<file path="src/cwp_pkg.sv">
// constants, types and register map of the configuration write guard
package cwp_pkg;
	localparam int CWP_WORD = 16;
	localparam int CWP_NREG = 19;
	localparam int CWP_IDX_W = 5;
	localparam logic [10:0] CWP_ADDR_LOCK = 11'h000;
	localparam logic [10:0] CWP_ADDR_CTRL = 11'h001;
	localparam logic [10:0] CWP_ADDR_MASK = 11'h00b;
	localparam logic [10:0] CWP_ADDR_INT = 11'h00c;
	localparam logic [10:0] CWP_ADDR_STATUS = 11'h00d;
	localparam logic [10:0] CWP_ADDR_ADC = 11'h00e;
	localparam logic [10:0] CWP_ADDR_ADCDEC = 11'h00f;
	localparam logic [10:0] CWP_ADDR_PL_LO = 11'h010;
	localparam logic [10:0] CWP_ADDR_PL_HI = 11'h012;
	localparam logic [15:0] CWP_KEY_ARM = 16'hade1;
	localparam logic [15:0] CWP_KEY_DISARM = 16'hade0;
	localparam int CWP_LOCK_BIT = 0;
	localparam int CWP_REV_LSB = 5;
	localparam int CWP_REV_MSB = 8;
	localparam int CWP_RELOAD_BIT = 2;
	localparam logic CWP_LOCK_RST = 1'b0;
	localparam logic [15:0] CWP_INT_RST = 16'h0000;
	localparam logic [5:0] CWP_HDR_LAST = 6'h0f;
	localparam logic [5:0] CWP_DATA_FIRST = 6'h10;
	localparam logic [5:0] CWP_FRAME_LAST = 6'h1f;
	// index 0 is the guard key slot, held apart; its entry is unused
	localparam logic [15:0] CWP_RST [CWP_NREG] = '{
		16'h0000, 16'h1080, 16'h3610, 16'h5aaa, 16'hcccc, 16'h5a88, 16'h2d2d,
		16'h0096, 16'h80fa, 16'h80fa, 16'h80fa, 16'h4000, 16'h0000, 16'h0000,
		16'h0000, 16'h0000, 16'h0000, 16'h001e, 16'h001e};

	typedef struct packed {
		logic bcast;
		logic [10:0] addr;
		logic rd;
		logic [2:0] chip;
	} cwp_hdr_s;

	// user-writable configuration register other than the guard key
	function automatic logic cwp_is_cfg(input logic [10:0] a);
		return (a >= CWP_ADDR_CTRL && a <= CWP_ADDR_MASK) ||
			(a >= CWP_ADDR_PL_LO && a <= CWP_ADDR_PL_HI);
	endfunction : cwp_is_cfg
endpackage : cwp_pkg

</file>
<file path="src/cwp_guard_top.sv">
// register bank with configuration write guard behind the spi port
`timescale 1ns/1ps
module cwp_guard_top
	import cwp_pkg::*;
#(
	parameter logic [3:0] REVISION = 4'h1 // arbitrary value
)
(
	input wire logic ref_clk,
	input wire logic rstn,
	input wire logic sclk,
	input wire logic mosi,
	input wire logic cs_n,
	input wire logic [2:0] chip_addr_pin,
	input wire logic [15:0] int_event,
	input wire logic [15:0] status_in,
	input wire logic [15:0] adc_in,
	input wire logic [15:0] adcdec_in,
	output logic miso,
	output logic miso_oe_n,
	output logic lock_armed,
	output logic cfg_xfer_pulse,
	output logic [CWP_NREG*CWP_WORD-1:0] cfg_snapshot,
	output logic [CWP_WORD-1:0] int_flags
);
	logic [2:0] chip_s1, chip_s2;
	logic [2:0] chip_reg;
	logic chip_init_reg;
	logic [15:0] cfg_reg [CWP_NREG];
	logic lock_reg;
	logic [15:0] int_reg;
	logic [15:0] rd_word;
	cwp_hdr_s hdr;
	logic wr_valid;
	logic [15:0] wr_data;
	logic wr_lock, wr_int, wr_ctrl, wr_cfg;

	cwp_spi_slave u_spi (
		.ref_clk(ref_clk),
		.rstn(rstn),
		.sclk(sclk),
		.mosi(mosi),
		.cs_n(cs_n),
		.my_chip(chip_reg),
		.rd_word(rd_word),
		.hdr(hdr),
		.wr_valid(wr_valid),
		.wr_data(wr_data),
		.miso(miso),
		.miso_oe_n(miso_oe_n)
	);

	assign wr_lock = wr_valid && hdr.addr == CWP_ADDR_LOCK;
	assign wr_int = wr_valid && hdr.addr == CWP_ADDR_INT;
	assign wr_ctrl = wr_valid && hdr.addr == CWP_ADDR_CTRL;
	assign wr_cfg = wr_valid && cwp_is_cfg(hdr.addr);

	// no reset, so the strap is already through both flops when reset lifts
	always_ff @(posedge ref_clk) begin
		chip_s1 <= chip_addr_pin;
		chip_s2 <= chip_s1;
	end

	// strap caught once after reset, then only on a reload request
	always_ff @(posedge ref_clk) begin
		if (!rstn) begin
			chip_reg <= 3'h0;
			chip_init_reg <= 1'b0;
		end else begin
			chip_init_reg <= 1'b1;
			if (!chip_init_reg || (wr_ctrl && wr_data[CWP_RELOAD_BIT])) begin
				chip_reg <= chip_s2;
			end
		end
	end

	always_ff @(posedge ref_clk) begin
		if (!rstn) begin
			lock_reg <= CWP_LOCK_RST;
		end else if (wr_lock) begin
			if (wr_data == CWP_KEY_ARM) begin
				lock_reg <= 1'b1;
			end else if (wr_data == CWP_KEY_DISARM) begin
				lock_reg <= 1'b0;
			end
		end
	end

	// blocked writes are dropped without any error indication
	always_ff @(posedge ref_clk) begin
		for (int i = 0; i < CWP_NREG; i++) begin
			if (!rstn) begin
				cfg_reg[i] <= CWP_RST[i];
			end else if (wr_cfg && !lock_reg && hdr.addr == 11'(i)) begin
				cfg_reg[i] <= wr_data;
			end
		end
	end

	// an event in the clearing cycle keeps its flag
	always_ff @(posedge ref_clk) begin
		if (!rstn) begin
			int_reg <= CWP_INT_RST;
		end else begin
			int_reg <= (int_reg & ~(wr_int ? wr_data : 16'h0000)) | int_event;
		end
	end

	// arming copies the configuration across to the consumer side
	always_ff @(posedge ref_clk) begin
		if (!rstn) begin
			cfg_xfer_pulse <= 1'b0;
			cfg_snapshot <= '0;
		end else begin
			cfg_xfer_pulse <= wr_lock && wr_data == CWP_KEY_ARM;
			if (wr_lock && wr_data == CWP_KEY_ARM) begin
				for (int i = 0; i < CWP_NREG; i++) begin
					cfg_snapshot[i*CWP_WORD +: CWP_WORD] <= cfg_reg[i];
				end
			end
		end
	end

	always_ff @(posedge ref_clk) begin
		if (!rstn) begin
			lock_armed <= CWP_LOCK_RST;
			int_flags <= CWP_INT_RST;
		end else begin
			lock_armed <= lock_reg;
			int_flags <= int_reg;
		end
	end

	always_comb begin
		rd_word = 16'h0000;
		if (hdr.addr == CWP_ADDR_LOCK) begin
			rd_word[CWP_LOCK_BIT] = lock_reg;
		end else if (hdr.addr == CWP_ADDR_INT) begin
			rd_word = int_reg;
		end else if (hdr.addr == CWP_ADDR_STATUS) begin
			rd_word = status_in;
		end else if (hdr.addr == CWP_ADDR_ADC) begin
			rd_word = adc_in;
		end else if (hdr.addr == CWP_ADDR_ADCDEC) begin
			rd_word = adcdec_in;
		end else if (cwp_is_cfg(hdr.addr)) begin
			rd_word = cfg_reg[hdr.addr[CWP_IDX_W-1:0]];
			if (hdr.addr == CWP_ADDR_CTRL) begin
				rd_word[CWP_REV_MSB:CWP_REV_LSB] = REVISION;
				rd_word[CWP_RELOAD_BIT] = 1'b0;
			end
		end
	end

	reset_unlocked_a: assert property (@(posedge ref_clk)
		!rstn |=> !lock_reg) else $error("guard armed after reset");

	arm_key_a: assert property (@(posedge ref_clk) disable iff (!rstn)
		wr_lock && wr_data == CWP_KEY_ARM |=> lock_reg && cfg_xfer_pulse ##1 !cfg_xfer_pulse)
		else $error("arm key did not arm and transfer once");

	locked_block_a: assert property (@(posedge ref_clk) disable iff (!rstn)
		lock_reg && wr_cfg |=> $stable(cfg_reg[$past(hdr.addr[CWP_IDX_W-1:0])]))
		else $error("configuration changed while armed");

	unlocked_write_a: assert property (@(posedge ref_clk) disable iff (!rstn)
		!lock_reg && wr_cfg |=> cfg_reg[$past(hdr.addr[CWP_IDX_W-1:0])] == $past(wr_data))
		else $error("write lost while disarmed");

	lock_readback_a: assert property (@(posedge ref_clk) disable iff (!rstn)
		hdr.addr == CWP_ADDR_LOCK |-> rd_word == {15'h0000, lock_reg})
		else $error("guard key read does not show state");

	int_clear_a: assert property (@(posedge ref_clk) disable iff (!rstn)
		lock_reg && wr_int && wr_data[0] && !int_event[0] |=> !int_reg[0])
		else $error("flag not cleared while armed");

	disarm_key_a: assert property (@(posedge ref_clk) disable iff (!rstn)
		lock_reg && wr_lock && wr_data == CWP_KEY_DISARM |=> !lock_reg ##1 !lock_armed)
		else $error("disarm key did not disarm");

	revision_field_a: assert property (@(posedge ref_clk) disable iff (!rstn)
		hdr.addr == CWP_ADDR_CTRL |-> rd_word[CWP_REV_MSB:CWP_REV_LSB] == REVISION)
		else $error("revision field wrong");

	flag_keep_a: assert property (@(posedge ref_clk) disable iff (!rstn)
		int_reg[0] && !(wr_int && wr_data[0]) |=> int_reg[0])
		else $error("flag lost without a one written");

	other_key_a: assert property (@(posedge ref_clk) disable iff (!rstn)
		wr_lock && wr_data != CWP_KEY_ARM && wr_data != CWP_KEY_DISARM |=> $stable(lock_reg))
		else $error("stray key changed guard state");

	reload_capture_a: assert property (@(posedge ref_clk) disable iff (!rstn)
		wr_ctrl && wr_data[CWP_RELOAD_BIT] |=> chip_reg == $past(chip_s2))
		else $error("address reload not taken");

	xfer_only_arm_a: assert property (@(posedge ref_clk) disable iff (!rstn)
		!(wr_lock && wr_data == CWP_KEY_ARM) |=> !cfg_xfer_pulse)
		else $error("transfer pulse without arm key");

	snapshot_hold_a: assert property (@(posedge ref_clk) disable iff (!rstn)
		!(wr_lock && wr_data == CWP_KEY_ARM) |=> $stable(cfg_snapshot))
		else $error("snapshot changed without arm key");

	armed_output_a: assert property (@(posedge ref_clk) disable iff (!rstn)
		lock_armed == $past(lock_reg))
		else $error("armed output does not follow guard");

	flags_output_a: assert property (@(posedge ref_clk) disable iff (!rstn)
		int_flags == $past(int_reg))
		else $error("flag output does not follow flags");

	flag_set_a: assert property (@(posedge ref_clk) disable iff (!rstn)
		int_event[0] |=> int_reg[0])
		else $error("event did not set its flag");

	reset_outputs_a: assert property (@(posedge ref_clk)
		!rstn |=> !lock_armed && !cfg_xfer_pulse && int_flags == CWP_INT_RST)
		else $error("outputs not cleared by reset");

	stray_write_a: assert property (@(posedge ref_clk) disable iff (!rstn)
		wr_valid && !wr_cfg && !wr_lock |=> $stable(lock_reg) && !cfg_xfer_pulse)
		else $error("stray write changed the guard");
endmodule : cwp_guard_top

</file>
<file path="src/cwp_spi_slave.sv">
// spi slave for 32-bit frames: header decode, write data capture, read data shift-out
`timescale 1ns/1ps
module cwp_spi_slave
	import cwp_pkg::*;
(
	input wire logic ref_clk,
	input wire logic rstn,
	input wire logic sclk,
	input wire logic mosi,
	input wire logic cs_n,
	input wire logic [2:0] my_chip,
	input wire logic [15:0] rd_word,
	output cwp_hdr_s hdr,
	output logic wr_valid,
	output logic [15:0] wr_data,
	output logic miso,
	output logic miso_oe_n
);
	logic sclk_s1, sclk_s2, sclk_s3;
	logic mosi_s1, mosi_s2;
	logic cs_s1, cs_s2;
	logic [5:0] cnt_reg;
	logic [15:0] shift_reg;
	logic [15:0] tx_reg;
	logic rd_act_reg;
	logic loaded_reg;
	logic rise, fall;
	logic [15:0] word_next;
	cwp_hdr_s hdr_next;

	always_ff @(posedge ref_clk) begin
		if (!rstn) begin
			{sclk_s1, sclk_s2, sclk_s3} <= 3'h0;
			{mosi_s1, mosi_s2} <= 2'h0;
			{cs_s1, cs_s2} <= 2'h3;
		end else begin
			{sclk_s1, sclk_s2, sclk_s3} <= {sclk, sclk_s1, sclk_s2};
			{mosi_s1, mosi_s2} <= {mosi, mosi_s1};
			{cs_s1, cs_s2} <= {cs_n, cs_s1};
		end
	end

	// host drives on falling sclk, we sample on rising
	assign rise = sclk_s2 && !sclk_s3;
	assign fall = !sclk_s2 && sclk_s3;
	assign word_next = {shift_reg[14:0], mosi_s2};
	assign hdr_next = cwp_hdr_s'(word_next);

	// frame counter; a rising chip select aborts the frame
	always_ff @(posedge ref_clk) begin
		if (!rstn || cs_s2) begin
			cnt_reg <= 6'h00;
			shift_reg <= 16'h0000;
		end else if (rise) begin
			shift_reg <= word_next;
			// stops one past the last bit so extra clocks cannot repeat the write
			if (cnt_reg <= CWP_FRAME_LAST) begin
				cnt_reg <= cnt_reg + 6'h01;
			end
		end
	end

	always_ff @(posedge ref_clk) begin
		if (!rstn) begin
			hdr <= '0;
			rd_act_reg <= 1'b0;
		end else if (cs_s2) begin
			rd_act_reg <= 1'b0;
		end else if (rise && cnt_reg == CWP_HDR_LAST) begin
			hdr <= hdr_next;
			rd_act_reg <= hdr_next.rd && !hdr_next.bcast && hdr_next.chip == my_chip;
		end
	end

	// broadcast writes ignore the chip address
	always_ff @(posedge ref_clk) begin
		if (!rstn) begin
			wr_valid <= 1'b0;
			wr_data <= 16'h0000;
		end else begin
			wr_valid <= !cs_s2 && rise && cnt_reg == CWP_FRAME_LAST && !hdr.rd &&
				(hdr.bcast || hdr.chip == my_chip);
			if (rise && cnt_reg == CWP_FRAME_LAST) begin
				wr_data <= word_next;
			end
		end
	end

	always_ff @(posedge ref_clk) begin
		if (!rstn || cs_s2) begin
			miso <= 1'b0;
			miso_oe_n <= 1'b1;
			tx_reg <= 16'h0000;
			loaded_reg <= 1'b0;
		end else if (fall && rd_act_reg) begin
			if (!loaded_reg) begin
				miso <= rd_word[15];
				tx_reg <= {rd_word[14:0], 1'b0};
				loaded_reg <= 1'b1;
				miso_oe_n <= 1'b0;
			end else begin
				miso <= tx_reg[15];
				tx_reg <= {tx_reg[14:0], 1'b0};
			end
		end
	end

	miso_release_a: assert property (@(posedge ref_clk) disable iff (!rstn)
		cs_s2 |=> miso_oe_n) else $error("miso driven outside a frame");
endmodule : cwp_spi_slave
</file>
<file path="config.mk">
export PLATFORM = sky130hd
export DESIGN_NAME = cwp_guard_top
export DESIGN_NICKNAME = d
export VERILOG_FILES = /design/src/cwp_pkg.sv /design/src/cwp_guard_top.sv /design/src/cwp_spi_slave.sv
export SDC_FILE = /design/constraint.sdc
export NUM_CORES = 1
export LEC_CHECK = 0
export BUFFER_PORTS_ARGS = -buffer_cell sky130_fd_sc_hd__clkbuf_2
export CAP_MARGIN = 5
export CORE_MARGIN = 2
export CORE_UTILIZATION = 45
export CTS_BUF_LIST = sky130_fd_sc_hd__clkbuf_4
export DETAILED_ROUTE_END_ITERATION = 8
export PLACE_DENSITY = 0.62
export SKIP_LAST_GASP = 1
export SLEW_MARGIN = 20
export SYNTH_ARGS = -nofsm -noshare
export SYNTH_HDL_FRONTEND = slang
export SYNTH_SLANG_ARGS = --single-unit
</file>
<file path="constraint.sdc">
create_clock -name ref_clk -period 5.83 [get_ports ref_clk]
set_input_delay 0.8745 -clock ref_clk [delete_from_list [all_inputs] [get_ports ref_clk]]
set_output_delay 0.8745 -clock ref_clk [all_outputs]
set_load 0.05 [all_outputs]
</file>
==> summary.md, run 1 <==
| Metric | Value |
|---|---|
| Status | completed |
| Top FF cell, synth | dfxtp_1 |
| Final setup vio count | 0 |
| Antenna Nets Post-Route | 0 |
| RSZ-0062 raised after global routing | no |
| Min-delay src | int_event[10] |
| Minimum clock period | 4039 ps |
| Library cells used by synthesis | between 60 and 70 |
| FF+latch count, synth | around 740 |
| Number of I/O pins | between 300 and 400 |
| CTS root buf | clkbuf_4 |
| Reg-to-Reg End | cfg_snapshot[252] |
| Slew margin rel. | around 24% |
| Gr usage total | 28.32% |
| Most frequent cells in the layout | nand2_1, dfxtp_1, clkbuf_2 |
| Vias in the first global route | roughly 23000 |
| Initial antenna violation count | 1 |
| Synth Cell Area | a little under 0.03 mm^2 |
| Max-Cap Viols | 0 |
| DR iter-0 viols | between 2000 and 3000 |
| Worst-margin pin slew | roughly 1100 ps |
| CTS Buf Count | between 150 and 200 |
| Worst reg2reg startpoint | u_spi.hdr[4] |
| Wire per inst | 22.37 um |
| Final worst path period share | between 60% and 70% |
| Post-DP HPWL | 67.52 mm |
| Rows | 93 |
| Final instance area | roughly 0.035 mm^2 |
| First-pass GRT wire length | ~140 mm |
| CP Data Arrival Time | approximately 5000 ps |
| HP Class | primary input to flip-flop |
| DP Area | ~0.032 mm^2 |
| Worst-case clock buffer depth | 3 |
| Drt total wl | 96.90 mm |
| Clock Latency Late Sink | about 1100 ps |
| EDFF count, synth | 304 |
| Clock-pin slew on the worst setup and hold paths | about 70 ps |
| Post-CTS Setup Bufs | 0 |
| Final slew viol count | 0 |
| Synth async-reset ratio | 0% |
| Layout cells sized above 1 | between 20% and 30% |
| Total grt overflow | 0 |
| DRC Markers | 0 |
| Drt first pass iters | 7 |
| Routability Congestion | ~0.91 |
| Via count | about 24000 |
| Area Overhead vs Synth | 18.89% |
| Chip Width | 259.6 um |
| Warning count from the yosys run | 0 |
| Critical path class | flip-flop to flip-flop |
| Initial Util | between 40% and 50% |
| Hold Path Stages | 2 |
| Most common cell after layout, fill and taps aside | nand2_1 |
| Core ar. | between 0.06 and 0.07 mm^2 |
| R2R cell count | 6 |
| Setup tns final | 0 ps |
| Worst setup SP type | flip-flop |
| Post-Place Worst Slack | 1902 ps |
| Fillers | around 5900 |
| CTS tree | yes |
| Area of the die | slightly below 0.07 mm^2 |
| Hold EP | int_reg[10] |
| Vias per inst | between 5 and 6 |
| Port Buffers | ~400 |
| Die H | approximately 260 um |
| Syn avg cell area | around 10 um^2 |
| Required time worst endpoint | roughly 6800 ps |
| CTS Sinks | approximately 740 |
| Syn Inst Count | roughly 2800 |
| Crit. End Element | flip-flop |
| Final WS setup | around 1800 ps |
| Worst R2R Setup Slack | ~1800 ps |
| Final Util | roughly 54% |
| Maximum number of pins on one net before global-route repair | 181 |
| Sequential fraction of the synthesis area | just over 60% |
| Hold Vio Cnt, Final | 0 |
| Max IR drop VDD | 0.1684 mV |
| Pwr Density | slightly below 300 mW/mm^2 |
| Leak pwr | around 13 nW |
| H-tree depth | 4 |
| Clock Skew | slightly above 60 ps |
| F_max | 247.6 MHz |
| Fin nets | between 3000 and 4000 |
| Design Power | approximately 10 mW |
| Worst-path maximum fanout | between 80 and 90 |
[cell usage after synthesis (3+ instances only)]
library cell / number / area (um^2)
a211oi_1: 15 / 112.6
a21boi_0: 7 / 52.55
a21oi_1: 358 / 1792
a221oi_1: 13 / 113.9
a31oi_1: 7 / 43.79
and2_1: 166 / 1039
buf_1: 8 / 30.03
buf_2: 33 / 165.2
buf_4: 31 / 232.7
clkbuf_1: 139 / 521.8
clkbuf_2: 3 / 15.01
dfxtp_1: 434 / 8688
edfxtp_1: 304 / 9129
inv_1: 29 / 108.9
mux2_2: 16 / 180.2
mux2i_1: 110 / 1101
mux4_2: 43 / 968.4
nand2_1: 673 / 2526
nand2b_1: 20 / 125.1
nand3_1: 6 / 30.03
nand4_1: 25 / 156.4
nand4b_1: 3 / 26.28
nor2_1: 86 / 322.8
nor2b_1: 7 / 43.79
nor3_4: 3 / 48.80
nor3b_1: 5 / 37.54
nor4_1: 4 / 25.02
nor4_4: 3 / 63.81
nor4bb_1: 9 / 90.09
o21a_1: 16 / 120.1
o21ai_0: 63 / 315.3
o221ai_1: 14 / 122.6
o22a_1: 5 / 43.79
o22ai_1: 14 / 87.58
o2bb2ai_1: 4 / 35.03
o31ai_1: 3 / 22.52
or2_2: 7 / 43.79
or3_1: 73 / 456.7
or4_1: 4 / 30.03
xnor2_1: 7 / 61.31
xor2_1: 3 / 26.28
[power by group]
group	switching [mW]	internal [mW]	leakage, nW
clock	2.15	2.42	1.49
sequential	0.0680	5.47	6.35
combinational	0.211	0.0910	4.99
total	2.43	7.99	12.8
[cells by family after synthesis]
| logic type | Yosys count | share of synthesized area, % |
|---|---|---|
| and+or+nand+nor | 1108 | 17.62 |
| DFF | 738 | 60.59 |
| AOI/OAI and AO/OA | 530 | 10.10 |
| buffers and inverters | 244 | 3.689 |
| muxes | 169 | 7.651 |
| xor gates and xnor gates | 10 | 0.2979 |
| adders and majority gates | 1 | 0.04254 |
| other | 1 | 0.01275 |
[worst max-delay path by stage]
stage,startpoint,end,slack [ps],cells past startpoint
final,u_spi.hdr[4],cfg_snapshot[252],1790,6
after global routing,u_spi.hdr[4],cfg_snapshot[203],1610,6
after CTS,u_spi.hdr[4],cfg_snapshot[203],1880,6
after detailed placement,u_spi.hdr[4],cfg_snapshot[225],1900,6
after global placement,u_spi.hdr[4],cfg_snapshot[241],1950,6
after floorplan,u_spi.hdr[14],cfg_reg[6][0],2530,6
[routing by layer]
layer / vias to the layer above / wire (um) / part of all wire [%] / GRT usage (%)
met5: - / 0 / 0 / 0
met4: 0 / 2922 / 3.0 / 10.82
met3: 167 / 8469 / 8.7 / 6.793
met2: 1077 / 45280 / 47 / 44.55
met1: 11460 / 40230 / 42 / 37.97
li1: 10800 / - / - / -
[timing repair]
item                                   in CTS  in global routing
gates resized for setup                     0                  0
setup endpoints to repair                   0                  0
hold buffers                               20                  0
endpoints found under the hold margin      20                  0
[layout make-up]
class                   count  area (um^2)  share of cell area [%]
diodes                      4        10.01                 0.02863
clock buffers             307         2305                   6.592
clock inverters            37        215.2                  0.6156
inverters                  29        116.4                  0.3328
multi-input cells        1898        10840                   31.00
flip-flops and latches    738        17820                   50.98
well taps                 855         1070                   3.060
repair buffers            464         2582                   7.387
[critical path, stage by stage (launching register included)]
cell and delay [ps]:
dfxtp_1 690, or4_1 890, nor4_4 580, and3_4 1010, buf_4 480, nand2_1 110, a21oi_1 150
[stage by stage]
step                hold WS (ps)  instances
CTS                        3.516       4328
floorplan                  309.6       2880
finish                     125.3       4332
global placement           312.9       3964
detailed placement         313.5       3964
global route               38.21       4329
Note: power is estimated with default switching activity, not from simulation.
==> run 2, diff against run 1 <==
--- a/config.mk
+++ b/config.mk
@@ -5,6 +5,7 @@
 export SDC_FILE = /design/constraint.sdc
 export NUM_CORES = 1
 export LEC_CHECK = 0
+export ABC_AREA = 1
 export BUFFER_PORTS_ARGS = -buffer_cell sky130_fd_sc_hd__clkbuf_2
 export CAP_MARGIN = 5
 export CORE_MARGIN = 2
==> constraint.sdc (replaced) <==
create_clock -name ref_clk -period 4.2 [get_ports ref_clk]
set_input_delay 0.63 -clock ref_clk [delete_from_list [all_inputs] [get_ports ref_clk]]
set_output_delay 0.63 -clock ref_clk [all_outputs]
set_load 0.05 [all_outputs]
==> run 2 against run 1 <==
Register-to-register slack lost 1000 ps; combinational power grew 43%; worst setup slack worse by 1000 ps; synthesized cell count increased by 15%; core utilization rose by 0.76 points; via count increased by 7.3%; clock power is 42% higher; routed wire length rose by 5.8%; sequential cell count unchanged; total power rose by 40%; sequential power rose by 39%; critical path type unchanged; critical endpoint is now u_spi.tx_reg[8]; largest power group unchanged.
==> summary.md, run 2 <==
| Metric | Value |
|---|---|
| Synth Cell Area | 0.02889 mm^2 (-1.7%) |
| Minimum clock period | 3407 ps (-632.2 ps) |
| Crit. End Element | flip-flop |
| Worst R2R Setup Slack | 790 ps (-1000 ps) |
| Pwr Density | 420.1 mW/mm^2 (+41%) |
| Core ar. | 0.06331 mm^2 (-2.0%) |
| Adder-cell share of the synthesized area | 0.04331% (+0.00076 points) |
| Final WS setup | 793.2 ps (-997.8 ps) |
| Top cell type's share of synthesized area | 31.60% (+0.55 points) |
| Final setup vio count | 0 (unchanged) |
| CP Data Arrival Time | 4340 ps (-660 ps) |
| Warning count from the yosys run | 0 (unchanged) |
| Gr usage total | 30.20% (+1.9 points) |
| Register area | 0.01782 mm^2 (unchanged) |
| DP Area | 0.03168 mm^2 (-1.7%) |
| Fillers | 5989 (+1.5%) |
| Post-DP HPWL | 69.44 mm (+2.8%) |
| Synth Area in Simple Gates | 16.78% (-0.83 points) |
| RSZ-0062 raised after global routing | no |
| Post-CTS Setup Bufs | 0 (unchanged) |
| Drt first pass iters | 6 (-1) |
| FF+latch count, synth | 738 (unchanged) |
| Switching part of the total | 23.64% (+0.33 points) |
| Most frequent cells in the layout | nor2_1, o21ai_0, dfxtp_1 |
| Initial antenna violation count | 2 (+1) |
| Clock power share | 44.3% (+0.4 points) |
| Most common cell after layout, fill and taps aside | nor2_1 |
| Chip Width | 257.4 um (-0.86%) |
| Top cells by count, synth | nor2_1, o21ai_0, dfxtp_1 |
| CTS Sinks | 738 (unchanged) |
| Number of I/O pins | 396 (unchanged) |
| Port Buffers | 395 (unchanged) |
| Count leader, synth | nor2_1 |
| Via count | 25230 (+7.3%) |
| Worst-path maximum fanout | 175 (+100%) |
| Max IR drop VDD | 0.2274 mV (+35%) |
| Main combinational cell family by area after synthesis | simple AND/OR/NAND/NOR gates |
| Leak pwr | 15.11 nW (+18%) |
| Logic pwr share | 3.0% (about the same) |
| Clock Skew | 81.86 ps (+20.23 ps) |
| H-tree depth | 4 (unchanged) |
| Reg power frac | 52.7% (-0.5 points) |
| Top FF cell, synth | dfxtp_1 |
| Rows | 92 (-1.1%) |
| CTS tree | yes |
| First-pass GRT wire length | 149.7 mm (+5.5%) |
| Internal cell power | 11.15 mW (+40%) |
| HP Class | primary input to flip-flop |
| Clock-pin slew on the worst setup and hold paths | 70 ps (about the same) |
| Fin nets | 3822 (+13%) |
| Hold slack | 80.15 ps (-45.17 ps) |
| Wire per inst | 21.57 um (-3.6%) |
| Area leader, netlist | edfxtp_1 |
| Worst-case clock buffer depth | 3 (unchanged) |
| Worst setup SP type | flip-flop |
| Final Util | 54.90% (+0.76 points) |
| Design Power | 14.60 mW (+40%) |
| Total grt overflow | 0 (unchanged) |
| Antenna Nets Post-Route | 0 (unchanged) |
| Layout cells sized above 1 | 21.70% (-2.8 points) |
| Maximum number of pins on one net before global-route repair | 176 (-2.8%) |
| Required time worst endpoint | 5130 ps (-1660 ps) |
| Final slew viol count | 0 (unchanged) |
| Status | completed |
| Post-Place Worst Slack | 1084 ps (-817.3 ps) |
| Placed cell count | 4353 (+9.8%) |
| Slew margin rel. | 14.55% (-9.7 points) |
| Syn Inst Count | 3212 (+15%) |
| Sequential fraction of the synthesis area | 61.67% (+1.1 points) |
| Syn avg cell area | 8.995 um^2 (-14%) |
| CTS root buf | clkbuf_4 |
| Library cells used by synthesis | 40 (-34%) |
| Worst-margin pin slew | 1280 ps (+146.2 ps) |
| Max-Cap Viols | 0 (unchanged) |
| Initial Util | 45.63% (+0.10 points) |
| Routability Congestion | 0.9376 (+2.8%) |
| Critical path class | flip-flop to flip-flop |
| Vias in the first global route | 23640 (+4.0%) |
| Xor/xnor share of the synthesized area | 0.1213% (-0.18 points) |
| Area Overhead vs Synth | 20.29% |
| Setup tns final | 0 ps (unchanged) |
| Clock Latency Late Sink | 1050 ps (about the same) |
| Final worst path period share | 81.12% (+12 points) |
| Drt total wl | 102.5 mm (+5.8%) |
| DR iter-0 viols | 3063 (+19%) |
| Hold Vio Cnt, Final | 0 (unchanged) |
| Complex-gate fraction of the synthesized area | 14.78% (+4.7 points) |
| Final instance area | 0.03475 mm^2 (-0.59%) |
| Post-synthesis mux area share | 0% (-7.7 points) |
| CTS Buf Count | 189 (+0.53%) |
| Die H | 257.4 um (-0.86%) |
| EDFF count, synth | 304 (unchanged) |
| Psw | 3.452 mW (+42%) |
| F_max | 293.5 MHz (+19%) |
| Cell Count, Final, Fillers Out | 4754 (+9.7%) |
| Synth async-reset ratio | 0% (unchanged) |
| Area contributors post-synth | edfxtp_1, dfxtp_1, o21ai_0 |
| Vias per inst | 5.307 (-2.2%) |
| Area of the die | 0.06625 mm^2 (-1.7%) |
| Multi-input gate area | 0.009470 mm^2 (-13%) |
| DRC Markers | 0 (unchanged) |
[run 2: path summary, 6_finish.rpt]
check	from	end	cells after the start
hold reg to reg	chip_s1[2]	chip_s2[2]	0
hold / removal	adcdec_in[11]	u_spi.tx_reg[12]	5
setup reg to reg	flip-flop	u_spi.tx_reg[8]	11
setup / recovery	flip-flop	u_spi.tx_reg[8]	11
[run 2: kinds of logic (layout without fill, tap and decap cells)]
logic type,count (synthesis),in the layout
and+or+nand+nor,1146,1146
AOI/OAI and AO/OA,843,843
DFF,738,738
buffers and inverters,479,1095
xor gates and xnor gates,4,4
adders and majority gates,1,1
other,1,81
[run 2: layout make-up]
type	count	share of cell area (%)
Clock buffer	321	6.934
Antenna cell	1	0.007200
Tap cell	846	3.046
Sequential cell	738	51.28
Clock inverter	28	0.4320
Multi-Input combinational cell	2074	27.25
Inverter	260	2.822
Timing Repair Buffer	486	8.230
[run 2: power groups by stage]
stage	combinational, mW	sequential, mW	clock [mW]
after floorplan	0.205	7.83	0
after global placement	0.393	7.85	0
after detailed placement	0.394	7.85	0
after CTS	0.424	7.70	6.53
after global routing	0.467	7.70	6.89
final	0.433	7.70	6.47
[run 2: worst max-delay path, cell delays in order (launching register included)]
cell           delay, ps
dfxtp_4              730
buf_12               550
a21oi_1              140
o21ai_0              120
nand3_1              220
nand3_1              260
nand3_1              150
nand2_1              170
nand4_1              100
dlygate4sd3_1        580
nand2_1               70
a21oi_1               70
[run 2: per-layer routing]
| layer | wire length, um | GRT usage [%] | vias up | part of all wire (%) |
|---|---|---|---|---|
| li1 | - | - | 11850 | - |
| met1 | 41990 | 40.91 | 11810 | 41 |
| met2 | 45940 | 45.43 | 1358 | 45 |
| met3 | 10650 | 8.176 | 211 | 10 |
| met4 | 3928 | 13.21 | 2 | 3.8 |
| met5 | 13 | 0 | - | 0.013 |
[run 2: timing repair]
action,4_1_cts,5_1_grt
endpoints found under the hold margin,77,0
resized for setup,0,0
hold buffers,51,0
